File: config.mk
export PLATFORM = sky130hd
export DESIGN_NAME = bsc_burst_clean
export DESIGN_NICKNAME = d
export VERILOG_FILES = /design/src/rtl/bsc_pkg.sv /design/src/rtl/bsc_burst_clean.sv /design/src/rtl/bsc_tick.sv
export SDC_FILE = /design/constraint.sdc
export NUM_CORES = 1
export LEC_CHECK = 0
export BUFFER_PORTS_ARGS = -buffer_cell sky130_fd_sc_hd__buf_2
export CORE_ASPECT_RATIO = 0.9
export CORE_UTILIZATION = 51
export DETAILED_ROUTE_END_ITERATION = 6
export PLACE_DENSITY_LB_ADDON = 0.25
export SLEW_MARGIN = 20
export SYNTH_ARGS = -nofsm -noshare
export SYNTH_HDL_FRONTEND = slang
export SYNTH_SLANG_ARGS = --single-unit
File: constraint.sdc
create_clock -name core_clk_i -period 3.04 [get_ports core_clk_i]
set_clock_uncertainty 0.1 [all_clocks]
set_input_delay 0.152 -clock core_clk_i [delete_from_list [all_inputs] [get_ports core_clk_i]]
set_output_delay 0.152 -clock core_clk_i [all_outputs]
set_load 0.01 [all_outputs]
File: src/rtl/bsc_pkg.sv
package bsc_pkg;

   // Error code numbering
   localparam int unsigned ERR_FIRST = 15;
   localparam int unsigned ERR_LAST  = 31;
   localparam int unsigned ERR_W     = 17;

   // Error masks, bit n is error code n + ERR_FIRST
   localparam logic [16:0] ERR_MASK_ALL = 17'h1_00F2;
   localparam logic [16:0] ERR_MASK_DIG = 17'h0_DF00;

   // Interface variants
   typedef enum logic [1:0] {
      BSC_IF_DIGITAL = 2'b00,
      BSC_IF_ASI     = 2'b01,
      BSC_IF_IOLINK  = 2'b10
   } bsc_if_t;

   // Timing
   localparam int unsigned CLK_HZ        = 25_000_000;
   localparam int unsigned TICK_US       = 1_000;
   localparam int unsigned HANDSHAKE_MS  = 2_000;
   localparam int unsigned MIN_REQ_MS    = 500;
   localparam int unsigned STROKE_ADD_MS = 200;
   localparam int unsigned TICK_CYC      = CLK_HZ / 1_000_000 * TICK_US;
   localparam int unsigned HS_TICKS      = HANDSHAKE_MS * 1_000 / TICK_US;
   localparam int unsigned ADD_TICKS     = STROKE_ADD_MS * 1_000 / TICK_US;
   localparam int unsigned CNT_W         = 16;

   // Button sequence
   localparam logic [2:0] SEL_COUNT     = 3'h4;
   localparam logic [2:0] SEL_MAX       = 3'h7;

   // Avalon register map
   localparam logic [3:0] REG_CTRL     = 4'h0;
   localparam logic [3:0] REG_STATUS   = 4'h4;
   localparam logic [3:0] REG_ERRORS   = 4'h8;
   localparam logic [3:0] REG_STROKE   = 4'hC;
   localparam int unsigned CTRL_EN_BIT  = 0;
   localparam int unsigned CTRL_DEF_BIT = 1;

   typedef struct packed {
      logic upper;
      logic lower;
   } bsc_seat_t;

   typedef struct packed {
      logic       read;
      logic       write;
      logic [3:0] address;
      logic [31:0] writedata;
   } bsc_avl_req_t;

endpackage : bsc_pkg

File: src/rtl/bsc_burst_clean.sv
`timescale 1ns/1ps
//Contract
// - Burst clean enable only with two or three valves after successful auto setup.
// - Four select presses then enter toggles the burst clean option.
// - Burst clean enable is also writable over the IO-Link parameter path.
// - Reset leaves option disabled; factory default restore clears it.
// - Rising seat request energises the matching solenoid valve.
// - Reaching stored energised position de-energises the valve without waiting.
// - Successful pulse gives a handshake of at least two seconds.
// - Without seat lift sensor, valve drops after stroke time; handshake follows after the margin.
// - Valve state high when healthy; codes 15, 17, 18, 28 ignored.
// - Codes 16, 19 to 22 and 31 drop valve state on all variants.
// - Codes 23 to 27, 29, 30 drop it on digital and IO-Link only.
module bsc_burst_clean
   import bsc_pkg::*;
#(
   parameter int unsigned TICK_DIV = bsc_pkg::TICK_CYC,
   parameter int unsigned HS_T     = bsc_pkg::HS_TICKS,
   parameter int unsigned ADD_T    = bsc_pkg::ADD_TICKS
) (
   // Clock and reset
   input  wire logic                 core_clk_i,
   input  wire logic                 rst_b_i,
   // Avalon-MM slave
   input  wire bsc_pkg::bsc_avl_req_t avl_req_i,
   output logic [31:0]               avl_readdata_o,
   output logic                      avl_waitrequest_o,
   // PLC requests and setup state (pins)
   input  wire bsc_pkg::bsc_seat_t   seat_req_i,
   input  wire logic                 select_btn_i,
   input  wire logic                 enter_btn_i,
   input  wire logic                 setup_ok_i,
   input  wire logic [1:0]           sv_count_i,
   input  wire logic                 seat_sensor_i,
   input  wire bsc_pkg::bsc_if_t     if_variant_i,
   // Sensed position and error codes
   input  wire bsc_pkg::bsc_seat_t   pos_reached_i,
   input  wire logic [bsc_pkg::ERR_W-1:0] errors_i,
   // Outputs
   output bsc_pkg::bsc_seat_t        sv_on_o,
   output logic                      handshake_o,
   output logic                      valve_state_o
);
   import bsc_pkg::*;

   typedef enum logic [1:0] {
      BSC_IDLE  = 2'b00,
      BSC_PULSE = 2'b01,
      BSC_TAIL  = 2'b10,
      BSC_HS    = 2'b11
   } bsc_st_t;

   localparam logic [CNT_W-1:0] HS_LAST  = CNT_W'(HS_T);
   localparam logic [CNT_W-1:0] ADD_LAST = CNT_W'(ADD_T);

   ////////////////////////////////////////////////////////////////////////////
   // Pin synchronisers: two flops, only the second one is read
   localparam int unsigned SW = 2 + 2 + 2 + 1;
   logic [SW-1:0] s1_r;
   logic [SW-1:0] s2_r;
   wire  [SW-1:0] pins = {seat_req_i, pos_reached_i, select_btn_i, enter_btn_i, seat_sensor_i};
   logic [ERR_W-1:0] e1_r;
   logic [ERR_W-1:0] e2_r;

   always_ff @(posedge core_clk_i or negedge rst_b_i) begin
      if (!rst_b_i) begin
         s1_r <= '0;
         s2_r <= '0;
         e1_r <= '0;
         e2_r <= '0;
      end else begin
         s1_r <= pins;
         s2_r <= s1_r;
         e1_r <= errors_i;
         e2_r <= e1_r;
      end
   end

   wire bsc_seat_t req_s   = s2_r[6:5];
   wire bsc_seat_t reach_s = s2_r[4:3];
   wire            sel_s   = s2_r[2];
   wire            ent_s   = s2_r[1];
   wire            lift_s  = s2_r[0];
   logic [2:0]     prev_r;
   wire            sel_rise = sel_s & ~prev_r[2];
   wire            ent_rise = ent_s & ~prev_r[1];
   wire bsc_seat_t req_rise;

   ////////////////////////////////////////////////////////////////////////////
   // Prescaler
   logic tick;

   bsc_tick #(.DIV(TICK_DIV)) u_tick (
      .core_clk_i (core_clk_i),
      .rst_b_i    (rst_b_i),
      .tick_o     (tick)
   );

   ////////////////////////////////////////////////////////////////////////////
   // Option enable
   logic        en_r;
   logic [2:0]  sel_cnt_r;
   logic [CNT_W-1:0] stroke_r;
   wire         eligible = setup_ok_i & (sv_count_i >= 2'h2);
   wire         wr_hit   = avl_req_i.write & ~avl_waitrequest_o;
   wire         wr_ctrl  = wr_hit & (avl_req_i.address == REG_CTRL);
   wire         wr_strk  = wr_hit & (avl_req_i.address == REG_STROKE);
   wire         btn_tog  = ent_rise & (sel_cnt_r == SEL_COUNT);
   wire         def_req  = wr_ctrl & avl_req_i.writedata[CTRL_DEF_BIT];
   logic        en_nxt;

   always_comb begin
      en_nxt = en_r;
      if (btn_tog)
         en_nxt = ~en_r;
      if (wr_ctrl)
         en_nxt = avl_req_i.writedata[CTRL_EN_BIT];
      if (def_req)
         en_nxt = 1'b0;
      if (!eligible)
         en_nxt = 1'b0;
   end

   always_ff @(posedge core_clk_i or negedge rst_b_i) begin
      if (!rst_b_i) begin
         en_r      <= 1'b0;
         sel_cnt_r <= '0;
         prev_r    <= '0;
         stroke_r  <= '0;
      end else begin
         en_r      <= en_nxt;
         prev_r    <= {sel_s, ent_s, 1'b0};
         if (ent_rise)
            sel_cnt_r <= '0;
         else if (sel_rise && sel_cnt_r != SEL_MAX)
            sel_cnt_r <= sel_cnt_r + 3'h1;
         if (wr_strk)
            stroke_r <= avl_req_i.writedata[CNT_W-1:0];
      end
   end

   ////////////////////////////////////////////////////////////////////////////
   // Seat pulse sequencer
   bsc_st_t          st_r;
   bsc_st_t          st_nxt;
   logic [CNT_W-1:0] cnt_r;
   bsc_seat_t        seat_r;
   bsc_seat_t        sv_nxt;
   bsc_seat_t        req_prev_r;
   logic             use_timer_r;
   wire              seat_reach = |(reach_s & seat_r);
   wire              tail_done  = tick & (cnt_r >= stroke_r + ADD_LAST);
   wire              hs_done    = tick & (cnt_r >= HS_LAST);
   assign req_rise = req_s & ~req_prev_r;

   always_comb begin
      st_nxt = st_r;
      sv_nxt = sv_on_o;
      unique case (st_r)
         BSC_IDLE: begin
            if (en_r && req_rise != 2'b00) begin
               st_nxt = BSC_PULSE;
               sv_nxt = req_rise.upper ? 2'b10 : 2'b01;
            end
         end
         BSC_PULSE: begin
            if (!use_timer_r && seat_reach) begin
               st_nxt = BSC_HS;
               sv_nxt = 2'b00;
            end else if (use_timer_r && tick && cnt_r >= stroke_r) begin
               st_nxt = BSC_TAIL;
               sv_nxt = 2'b00;
            end
         end
         BSC_TAIL: begin
            if (tail_done)
               st_nxt = BSC_HS;
         end
         BSC_HS: begin
            if (hs_done)
               st_nxt = BSC_IDLE;
         end
      endcase
   end

   always_ff @(posedge core_clk_i or negedge rst_b_i) begin
      if (!rst_b_i) begin
         st_r        <= BSC_IDLE;
         sv_on_o     <= '0;
         seat_r      <= '0;
         req_prev_r  <= '0;
         cnt_r       <= '0;
         use_timer_r <= 1'b0;
         handshake_o <= 1'b0;
      end else begin
         st_r       <= st_nxt;
         sv_on_o    <= sv_nxt;
         req_prev_r <= req_s;
         if (st_r == BSC_IDLE) begin
            seat_r      <= req_rise.upper ? 2'b10 : 2'b01;
            use_timer_r <= ~lift_s;
         end
         // tick counter, restarted when pulse or handshake begins
         if (st_nxt == BSC_HS && st_r != BSC_HS)
            cnt_r <= '0;
         else if (st_r == BSC_IDLE)
            cnt_r <= '0;
         else if (tick && st_r != BSC_TAIL && st_nxt == BSC_TAIL)
            cnt_r <= cnt_r + 16'h0001;
         else if (tick)
            cnt_r <= cnt_r + 16'h0001;
         handshake_o <= (st_nxt == BSC_HS);
      end
   end

   ////////////////////////////////////////////////////////////////////////////
   // Valve state
   wire dig_var = (if_variant_i != BSC_IF_ASI);
   wire [ERR_W-1:0] err_mask = ERR_MASK_ALL | (dig_var ? ERR_MASK_DIG : '0);

   always_ff @(posedge core_clk_i or negedge rst_b_i) begin
      if (!rst_b_i) begin
         valve_state_o <= 1'b1;
      end else begin
         valve_state_o <= ~|(e2_r & err_mask);
      end
   end

   ////////////////////////////////////////////////////////////////////////////
   // Avalon slave: one wait cycle per access so readdata is registered
   logic        busy_r;
   wire         acc = avl_req_i.read | avl_req_i.write;
   logic [31:0] rd_mux;

   always_comb begin
      unique case (avl_req_i.address)
         REG_CTRL:   rd_mux = {31'h0000_0000, en_r};
         REG_STATUS: rd_mux = {24'h00_0000, eligible, lift_s, handshake_o, valve_state_o,
                               sv_on_o, st_r};
         REG_ERRORS: rd_mux = {15'h0000, e2_r};
         REG_STROKE: rd_mux = {16'h0000, stroke_r};
         default:    rd_mux = 32'h0000_0000;
      endcase
   end

   always_ff @(posedge core_clk_i or negedge rst_b_i) begin
      if (!rst_b_i) begin
         busy_r            <= 1'b0;
         avl_waitrequest_o <= 1'b1;
         avl_readdata_o    <= '0;
      end else begin
         busy_r            <= acc & avl_waitrequest_o & ~busy_r;
         avl_waitrequest_o <= ~(acc & avl_waitrequest_o & ~busy_r);
         if (acc && avl_waitrequest_o)
            avl_readdata_o <= rd_mux;
      end
   end

   ////////////////////////////////////////////////////////////////////////////
   // Checks
   a_en_gated: assert property (@(posedge core_clk_i) disable iff (!rst_b_i)
      en_r |-> $past(eligible)) else $error("enable without eligible setup");
   a_btn_toggle: assert property (@(posedge core_clk_i) disable iff (!rst_b_i)
      (btn_tog && eligible && !wr_ctrl) |=> (en_r != $past(en_r))) else $error("button did not toggle");
   a_param_write: assert property (@(posedge core_clk_i) disable iff (!rst_b_i)
      (wr_ctrl && eligible && !def_req) |=> (en_r == $past(avl_req_i.writedata[CTRL_EN_BIT])))
      else $error("parameter write lost");
   a_def_clear: assert property (@(posedge core_clk_i) disable iff (!rst_b_i)
      def_req |=> !en_r) else $error("default restore kept enable");
   a_sv_energise: assert property (@(posedge core_clk_i) disable iff (!rst_b_i)
      (st_r == BSC_IDLE && en_r && req_rise != 2'b00) |=> (sv_on_o != 2'b00))
      else $error("valve not energised");
   a_sv_release: assert property (@(posedge core_clk_i) disable iff (!rst_b_i)
      (st_r == BSC_PULSE && !use_timer_r && seat_reach) |=> (sv_on_o == 2'b00 && handshake_o))
      else $error("valve not released at position");
   a_hs_length: assert property (@(posedge core_clk_i) disable iff (!rst_b_i)
      $rose(handshake_o) |-> handshake_o [*8]) else $error("handshake too short");
   a_timed_end: assert property (@(posedge core_clk_i) disable iff (!rst_b_i)
      (st_r == BSC_TAIL) |-> (sv_on_o == 2'b00)) else $error("valve on during tail");
   a_vs_low: assert property (@(posedge core_clk_i) disable iff (!rst_b_i)
      (|(e2_r & ERR_MASK_ALL)) |=> !valve_state_o) else $error("valve state not dropped");
   a_vs_asi: assert property (@(posedge core_clk_i) disable iff (!rst_b_i)
      (if_variant_i == BSC_IF_ASI && !(|(e2_r & ERR_MASK_ALL))) |=> valve_state_o)
      else $error("AS-i variant dropped on ignored code");

endmodule // bsc_burst_clean

File: src/rtl/bsc_tick.sv
`timescale 1ns/1ps
module bsc_tick
   import bsc_pkg::*;
#(
   parameter int unsigned DIV = bsc_pkg::TICK_CYC
) (
   // Clock and reset
   input  wire logic core_clk_i,
   input  wire logic rst_b_i,
   // Tick
   output logic      tick_o
);
   import bsc_pkg::*;

   localparam logic [31:0] DIV_LAST = 32'(DIV - 1);
   logic [31:0] cnt_r;
   wire         wrap = (cnt_r == DIV_LAST);

   always_ff @(posedge core_clk_i or negedge rst_b_i) begin
      if (!rst_b_i) begin
         cnt_r  <= '0;
         tick_o <= 1'b0;
      end else begin
         cnt_r  <= wrap ? '0 : cnt_r + 32'h0000_0001;
         tick_o <= wrap;
      end
   end

endmodule // bsc_tick

Yosys cells after proc, flatten, opt, wreduce, memory -nomap -nowiden
Index checks and enable logic that the tools add are counted.
{ "totals": {"n_memories": 0, "input_bits": 69, "regBits": 164, "mem_bits_ro": 0, "latchBits": 0, "ram_bits": 0, "out_inout_bits": 37} }
{ "classes": {"n_reduce_logical": 20, "n_lt_le_gt_ge": 4, "div": 0, "multipliers": 0, "bitwise_logic": 24, "eq_ne": 17, "mux": 24, "add_sub_neg": 4, "shift": 0} }
{ "op_table": {"columns": ["operator", "count"], "rows": [
  ["16-bit two-way mux", 5],
  ["17-bit case mux with 4 select lines", 1],
  ["32-bit by 1-bit adder with 32-bit output (second input constant)", 1],
  ["32-bit by 15-bit == test with 1-bit output (second input constant)", 1],
  ["16-bit >= comparator", 2],
  ["32-bit two-way mux", 1],
  ["2-bit two-way mux", 9],
  ["17-bit bitwise AND", 1],
  ["17-bit OR reduction", 1],
  ["16-bit by 1-bit adder with 16-bit output (second input constant)", 1],
  ["16-bit by 8-bit adder with 16-bit output (second input constant)", 1],
  ["16-bit by 11-bit >= comparator with 1-bit output (second input constant)", 1],
  ["1-bit bitwise AND", 12],
  ["1-bit logical AND", 9],
  ["2-bit == test (second input constant)", 4],
  ["4-bit == test (second input constant)", 2],
  ["2-bit case mux with 4 select lines", 1],
  ["1-bit NOT", 7],
  ["3-bit two-way mux", 2],
  ["2-bit inequality test (second input constant)", 3],
  ["3-bit inequality test (second input constant)", 2],
  ["2-bit nonzero test", 3],
  ["2-bit bitwise AND", 2],
  ["4-bit by 3-bit == test with 1-bit output (second input constant)", 1],
  ["other kinds (16)", 20]
]} }

Depth between registers and ports, before layout
{ "depth": {"ltp_word": 11, "depth_mapped": 13, "mapped_depth_nobuf": 12} }

By module
Synthesis repeated with hierarchy kept, for this count alone.
{ "hier_totals": {"cells_unflattened": 646, "hier_area_um2": 7033.0} }
{ "by_module_without_submodules": {"columns": ["module", "n_inst", "cells_each", "area_per_inst_um2"], "rows": [
  ["bsc_burst_clean", 1, 497, 5425.2],
  ["bsc_tick", 1, 149, 1607.8]
]} }

Worst setup path after synthesis
Ideal clock, no wire load.
{ "synth_timing": {"path_kind": "flip-flop to flip-flop", "startpoint": "register stroke_r[3]", "endpoint": "register cnt_r[10]", "setup_time_ps": 78, "path_stages_with_launch": 14, "arrival_time_ps": 2679, "path_slack_ps": 184, "path_cell_list": "dfrtp_1 -> ha_1 -> a21oi_1 -> and2_1 -> nor2_1 -> nand3_1 -> xnor2_1 -> ha_1 -> a21o_1 -> a221o_1 -> a32oi_2 -> o311ai_2 -> buf_2 -> a21oi_1"} }
{ "synth_between": {"elab_chain_cells": 10, "elab_cells_between_ends": 17} }
{ "synth_rtl": {"columns": ["item", "line", "rtl"], "rows": [
  ["start, declared", "bsc_burst_clean.sv:103", "logic [CNT_W-1:0] stroke_r;"],
  ["start signal, assigned", "bsc_burst_clean.sv:138", "stroke_r <= avl_req_i.writedata[CNT_W-1:0];"],
  ["16-bit by 8-bit adder with 16-bit output or 16-bit >= comparator (tied branches)", "bsc_burst_clean.sv:152, bsc_burst_clean.sv:170", null],
  ["16-bit >= comparator or 1-bit logical AND (tied branches)", "bsc_burst_clean.sv:152, bsc_burst_clean.sv:170", null],
  ["1-bit bitwise AND or 2-bit two-way mux (tied branches)", "bsc_burst_clean.sv:152, bsc_burst_clean.sv:170", null],
  ["2-bit two-way mux, on equally long branches", "bsc_burst_clean.sv:176, bsc_burst_clean.sv:167", null],
  ["2-bit case mux with 4 select lines *", "bsc_burst_clean.sv:159", "unique case (st_r)"],
  ["2-bit == test", "bsc_burst_clean.sv:208", "else if (tick && st_r != BSC_TAIL && st_nxt == BSC_TAIL)"],
  ["1-bit logical AND", "bsc_burst_clean.sv:208", null],
  ["16-bit two-way mux", "bsc_burst_clean.sv:208", null],
  ["16-bit two-way mux", "bsc_burst_clean.sv:206", "else if (st_r == BSC_IDLE)"],
  ["16-bit two-way mux", "bsc_burst_clean.sv:204", "if (st_nxt == BSC_HS && st_r != BSC_HS)"],
  ["end signal, assigned", "bsc_burst_clean.sv:209", "cnt_r <= cnt_r + 16'h0001;"],
  ["end signal, assigned", "bsc_burst_clean.sv:211", "cnt_r <= cnt_r + 16'h0001;"],
  ["end, declared", "bsc_burst_clean.sv:146", "logic [CNT_W-1:0] cnt_r;"]
]} }
Mark *: on every way between the ends. The rest lies on a longest branch, timed or not.
A chain may end at the register's enable or synchronous reset.

Worst setup path in the final report
{ "layout_timing": {"startpoint": "register stroke_r[3]", "endpoint": "register st_r[0]"} }
{ "layout_between": {"elab_chain_cells": 5, "elab_cells_between_ends": 9} }
{ "layout_rtl": {"columns": ["item", "line", "rtl"], "rows": [
  ["16-bit by 8-bit adder with 16-bit output or 16-bit >= comparator (tied branches)", "bsc_burst_clean.sv:152, bsc_burst_clean.sv:170", null],
  ["16-bit >= comparator or 1-bit logical AND (tied branches)", "bsc_burst_clean.sv:152, bsc_burst_clean.sv:170", null],
  ["1-bit bitwise AND or 2-bit two-way mux (tied branches)", "bsc_burst_clean.sv:152, bsc_burst_clean.sv:170", null],
  ["2-bit two-way mux, on equally long branches", "bsc_burst_clean.sv:176, bsc_burst_clean.sv:167", null],
  ["2-bit case mux with 4 select lines *", "bsc_burst_clean.sv:159", null],
  ["via st_nxt[0]", "bsc_burst_clean.sv:145", "bsc_st_t st_nxt;"],
  ["end signal, assigned", "bsc_burst_clean.sv:196", "st_r <= st_nxt;"],
  ["end, declared", "bsc_burst_clean.sv:144", "bsc_st_t st_r;"]
]} }
Mark *: on every way through the listed nets, which the timed path passes. The rest lies on a longest branch.

==> results summary <==
The flow ran to the end, and the final reports show no timing, DRC or antenna violations. The number of detailed-routing iterations run before antenna repair is 6. STA classifies the critical path startpoint as a flip-flop. The highest metal layer carrying signal wires in the routed design is met4. By count the netlist is led by sky130_fd_sc_hd__dfrtp_1 (147), sky130_fd_sc_hd__nand2_1 (67), sky130_fd_sc_hd__ha_1 (36), sky130_fd_sc_hd__nor2_1 (35), sky130_fd_sc_hd__o21ai_0 (35).

The H-tree was split into 4 levels. The number of synthesized register bits is around 150. The clock insertion delay at the later pin of the skew report came out at about 430 ps. The number of antenna violations at the first check in global routing came out at 0.

The sequential element share of the synthesized area came out at 54.3%. The die outline width came out at 124 µm. The pin count of the biggest net entering global routing is 83. The CTS buffer count came out at 17.

The power spent charging and discharging nets is about 0.0019 W. The synthesis-to-finish area growth is 25.8%. The worst vdd rail ir drop is 0.000749 V. The switching part of the total power came out at 31.7%. The classification of the worst-slack hold path is input pin to flip-flop. In the synthesized netlist the async set-or-reset flop fraction comes to 100%.

The portion of total power attributed to sequential cells came out at between 40% and 50%. The static leakage came out at between 4 and 5 nW. Clock tree synthesis found a total of about 150 sinks. The critical path goes through buf_4 -> nand3_4 -> and3_4 -> nor2_4 -> nand4_1 -> xnor2_1 -> ha_1 -> and2_4 -> a221o_1 -> a32oi_2 -> o311ai_4 -> clkbuf_16 -> o2bb2ai_2. The count of input and output buffers is 73.

In this run the worst path has a maximum fanout of 5. The antenna diode count is 0. STA puts the critical path data arrival time at 3160 ps. The maximum buffer depth of the clock tree is 2. The most common cell in the synthesized netlist is sky130_fd_sc_hd__dfrtp_1. Of all cell types, the one taking the most synthesized area is sky130_fd_sc_hd__dfrtp_1. The total number of vias came out at ~5100. Cells fill 66.8% of the core in the end. The tree is rooted in a sky130_fd_sc_hd__clkbuf_16.

In the finished design, the share of the clock period the worst path needs comes to 96.8%. The slowest cell on the critical path is sky130_fd_sc_hd__dfrtp_1. In the post-synthesis netlist, the biggest area contributors are sky130_fd_sc_hd__dfrtp_1 (54%), sky130_fd_sc_hd__ha_1 (6.6%), sky130_fd_sc_hd__xnor2_1 (4.3%). The routed wire length on met3 came out at ~460 µm. The final-report setup violation count is 0. The global placement routability congestion is slightly above 0.8. The mean post-synth cell area came out at between 10 and 15 µm². The die footprint came out at between 10000 and 15000 µm². After Yosys synthesis, XOR and XNOR cells account for around 7.3% of the synthesized area.

The final layout contains routed wiring with a total length of ~15 mm. In this run, distinct cell masters in the synthesized netlist total between 50 and 60. The area share of the leading cell type in the synthesized netlist is 53.5%.

The row count came out at 39. The share of synthesized cell area in full adder, half adder and majority cells came out at between 6 and 7%. The multi-input combinational cells in the finished layout cover a total of approximately 3000 µm². The post-synthesis instance area is ~6900 µm². The fmax came out at around 340 MHz.

The number of hold violations in the final report was 0. The time the final worst path needs with I/O delays and setup is approximately 3000 ps. The critical path in this run is classified as flip-flop to flip-flop.

The number of placed I/O pins is about 110. In the final routing, the length of wire on met1 measures about 6.9 mm. The number of global-route vias before repair came out at slightly above 5000. The filler cell count is 929.

Setup repair after global routing could not meet its margin everywhere. Global routing consumed, over all layers together, between 20% and 30% of the routing resources. The overall power after layout is between 0.006 and 0.007 W. The compound-cell area share of the yosys netlist is 9.43%.

The sequential cell area came out at around 3700 µm². In this run the remaining antenna-violating nets after routing total 0. The power share of the combinational group came out at 25.0%. The number of instances in the synthesized netlist is between 600 and 700. The category of the worst setup path capture point is a flip-flop. In this run, placement finished with an instance count of 853.

Leaving out filler cells and counting taps, the final layout contains 940. The family of cells with the greatest summed delay on the critical path is compound AO/OA/AOI/OAI gates. The starting utilization of the core area came out at between 50% and 60%. During synthesis, Yosys emitted a total of 0 warnings. The final routed DRC violation total came out at 0.

The stage delay of the slowest cell on the critical path is 370 ps. The detailed-routed wire length on met2 came out at 7.16 mm. The post-route setup TNS came out at 0 ps. In this run the vertical extent of the chip is approximately 110 µm.

Once detailed placement completed, the half-perimeter wirelength came to between 9 and 10 mm. The total internal power is roughly 0.0042 W. The number of max-slew violations in the final report came out at 0. The share of layout cells above drive strength 1 is 20.7%.

The final hold slack came out at 10.0 ps. The buffers plus inverters on the worst setup path came out at 2. Power spread over the standard cell area amounts to 706 nW/µm². The worst slew margin relative to its limit came out at 45.1%. The number of nets in the layout came out at around 870. The global-route wire length before repair came out at ~25 mm. The clock-pin slew of the registers on the worst-case setup and hold paths came out at ~60 ps.

For the worst setup path, the data required time is roughly 3300 ps. In this run, synthesis inferred 0 flip-flops with an integrated enable. The area of the placeable core is 12900 µm².

The routed wire length per instance came out at between 15 and 20 µm. For the pin with the worst max-slew slack, the measured transition is 816 ps. The initial detailed-routing violation count is around 320. TritonCTS built the clock tree. The count of max-cap constraint violations came out at 0. The dominant register cell in the synthesized netlist is sky130_fd_sc_hd__dfrtp_1. The synthesized netlist devotes between 15 and 20% of its cell area to simple gates. After detailed routing, the number of vias per cell comes to around 5.4. Of the total power, the clock network draws between 30% and 40%.

The final global-route overflow total is 0. After synthesis, the largest family of logic cells by area is simple AND/OR/NAND/NOR gates. The post-synthesis mux area share came out at about 3.4%.
==> area by class of cell <==
class	instances	area share, %
clock buffer	18	4.97
clock inverter	14	1.95
inverter	25	1.09
multi-input combinational	434	34.9
sequential	149	43.2
tap	164	2.37
timing repair buffer	136	11.6
==> repair_timing <==
| item | in CTS | in global routing |
|---|---|---|
| hold buffers | 46 | 0 |
| setup endpoints to repair | 0 | 17 |
| endpoints found under the hold margin | 111 | 0 |
| gates resized for setup | 0 | 24 |
| buffers inserted | 0 | 7 |
==> flip-flops by register name (all words and copies together) (netlist names), 3 cells and up <==
register	flops
u_tick.cnt_r	32
avl_readdata_o	17
e1_r	17
e2_r	17
cnt_r	16
stroke_r	16
s1_r	7
s2_r	7
sel_cnt_r	3
==> worst paths after layout <==
check                               from                  to  slack [ps]  depth (start not counted)
max                          stroke_r[3]             st_r[0]         100                         13
min in group asynchronous        rst_b_i  avl_readdata_o[14]         190                          2
min reg2reg                     e1_r[15]            e2_r[15]         250                          0
max reg2reg                  stroke_r[3]             st_r[0]         100                         13
min                        sv_count_i[1]   avl_readdata_o[7]          10                          3
max in group asynchronous        rst_b_i         stroke_r[5]        1790                          3
==> cell usage in the layout, fill, tap and decap left out, types with 11 or more instances in the layout <==
cell,count
sky130_fd_sc_hd__nand2_1,67
sky130_fd_sc_hd__conb_1,15
sky130_fd_sc_hd__mux2i_1,11
sky130_fd_sc_hd__nor2b_1,11
sky130_fd_sc_hd__buf_2,72
sky130_fd_sc_hd__nand3_1,23
sky130_fd_sc_hd__ha_1,35
sky130_fd_sc_hd__inv_1,25
sky130_fd_sc_hd__clkbuf_16,18
sky130_fd_sc_hd__nand4_1,13
sky130_fd_sc_hd__dlygate4sd3_1,46
sky130_fd_sc_hd__o21ai_0,35
sky130_fd_sc_hd__xnor2_1,33
sky130_fd_sc_hd__xor2_1,23
sky130_fd_sc_hd__a21oi_1,28
sky130_fd_sc_hd__nor2_1,33
sky130_fd_sc_hd__buf_4,12
sky130_fd_sc_hd__dfrtp_1,146
==> per-stage QoR <==
| step | instance area (µm²) | setup WS (ps) |
|---|---|---|
| after CTS | 8470 | 51.6 |
| after global routing | 8640 | -12.7 |
| after floorplan | 6920 | 184 |
| after global placement | 7410 | 108 |
| final | 8640 | 97.7 |
| after detailed placement | 7410 | 72.2 |
==> power by group through the flow <==
stage               registers [W]  logic, W  clock network (W)
floorplan                 0.00243  0.000869                  0
global placement          0.00248   0.00122                  0
detailed placement        0.00248   0.00127                  0
CTS                       0.00245   0.00132            0.00215
global route              0.00249   0.00171            0.00225
finish                    0.00247   0.00153            0.00211
==> logic make-up (layout without fill, tap and decap cells) <==
group / count (synthesis) / in the layout
flip-flops: 149 / 149
buffers and inverters: 55 / 193
AND/OR/NAND/NOR: 199 / 199
XOR/XNOR: 57 / 57
other: 1 / 15
multiplexers: 21 / 21
adder cells (fa/ha/maj): 36 / 36
AO/OA/AOI/OAI: 106 / 106
==> metal layers <==
layer  GRT usage [%]  up-vias
li1                -     2429
met5               0        -
met3            5.53       17
met2            36.2       98
met1            30.1     2513
met4            7.95        0
==> tightest hold or removal path: stages <==
cell	delay [ps]
sky130_fd_sc_hd__buf_2	90
sky130_fd_sc_hd__a32oi_1	90
sky130_fd_sc_hd__o21ai_0	160
(Power assumes the default switching activity.)
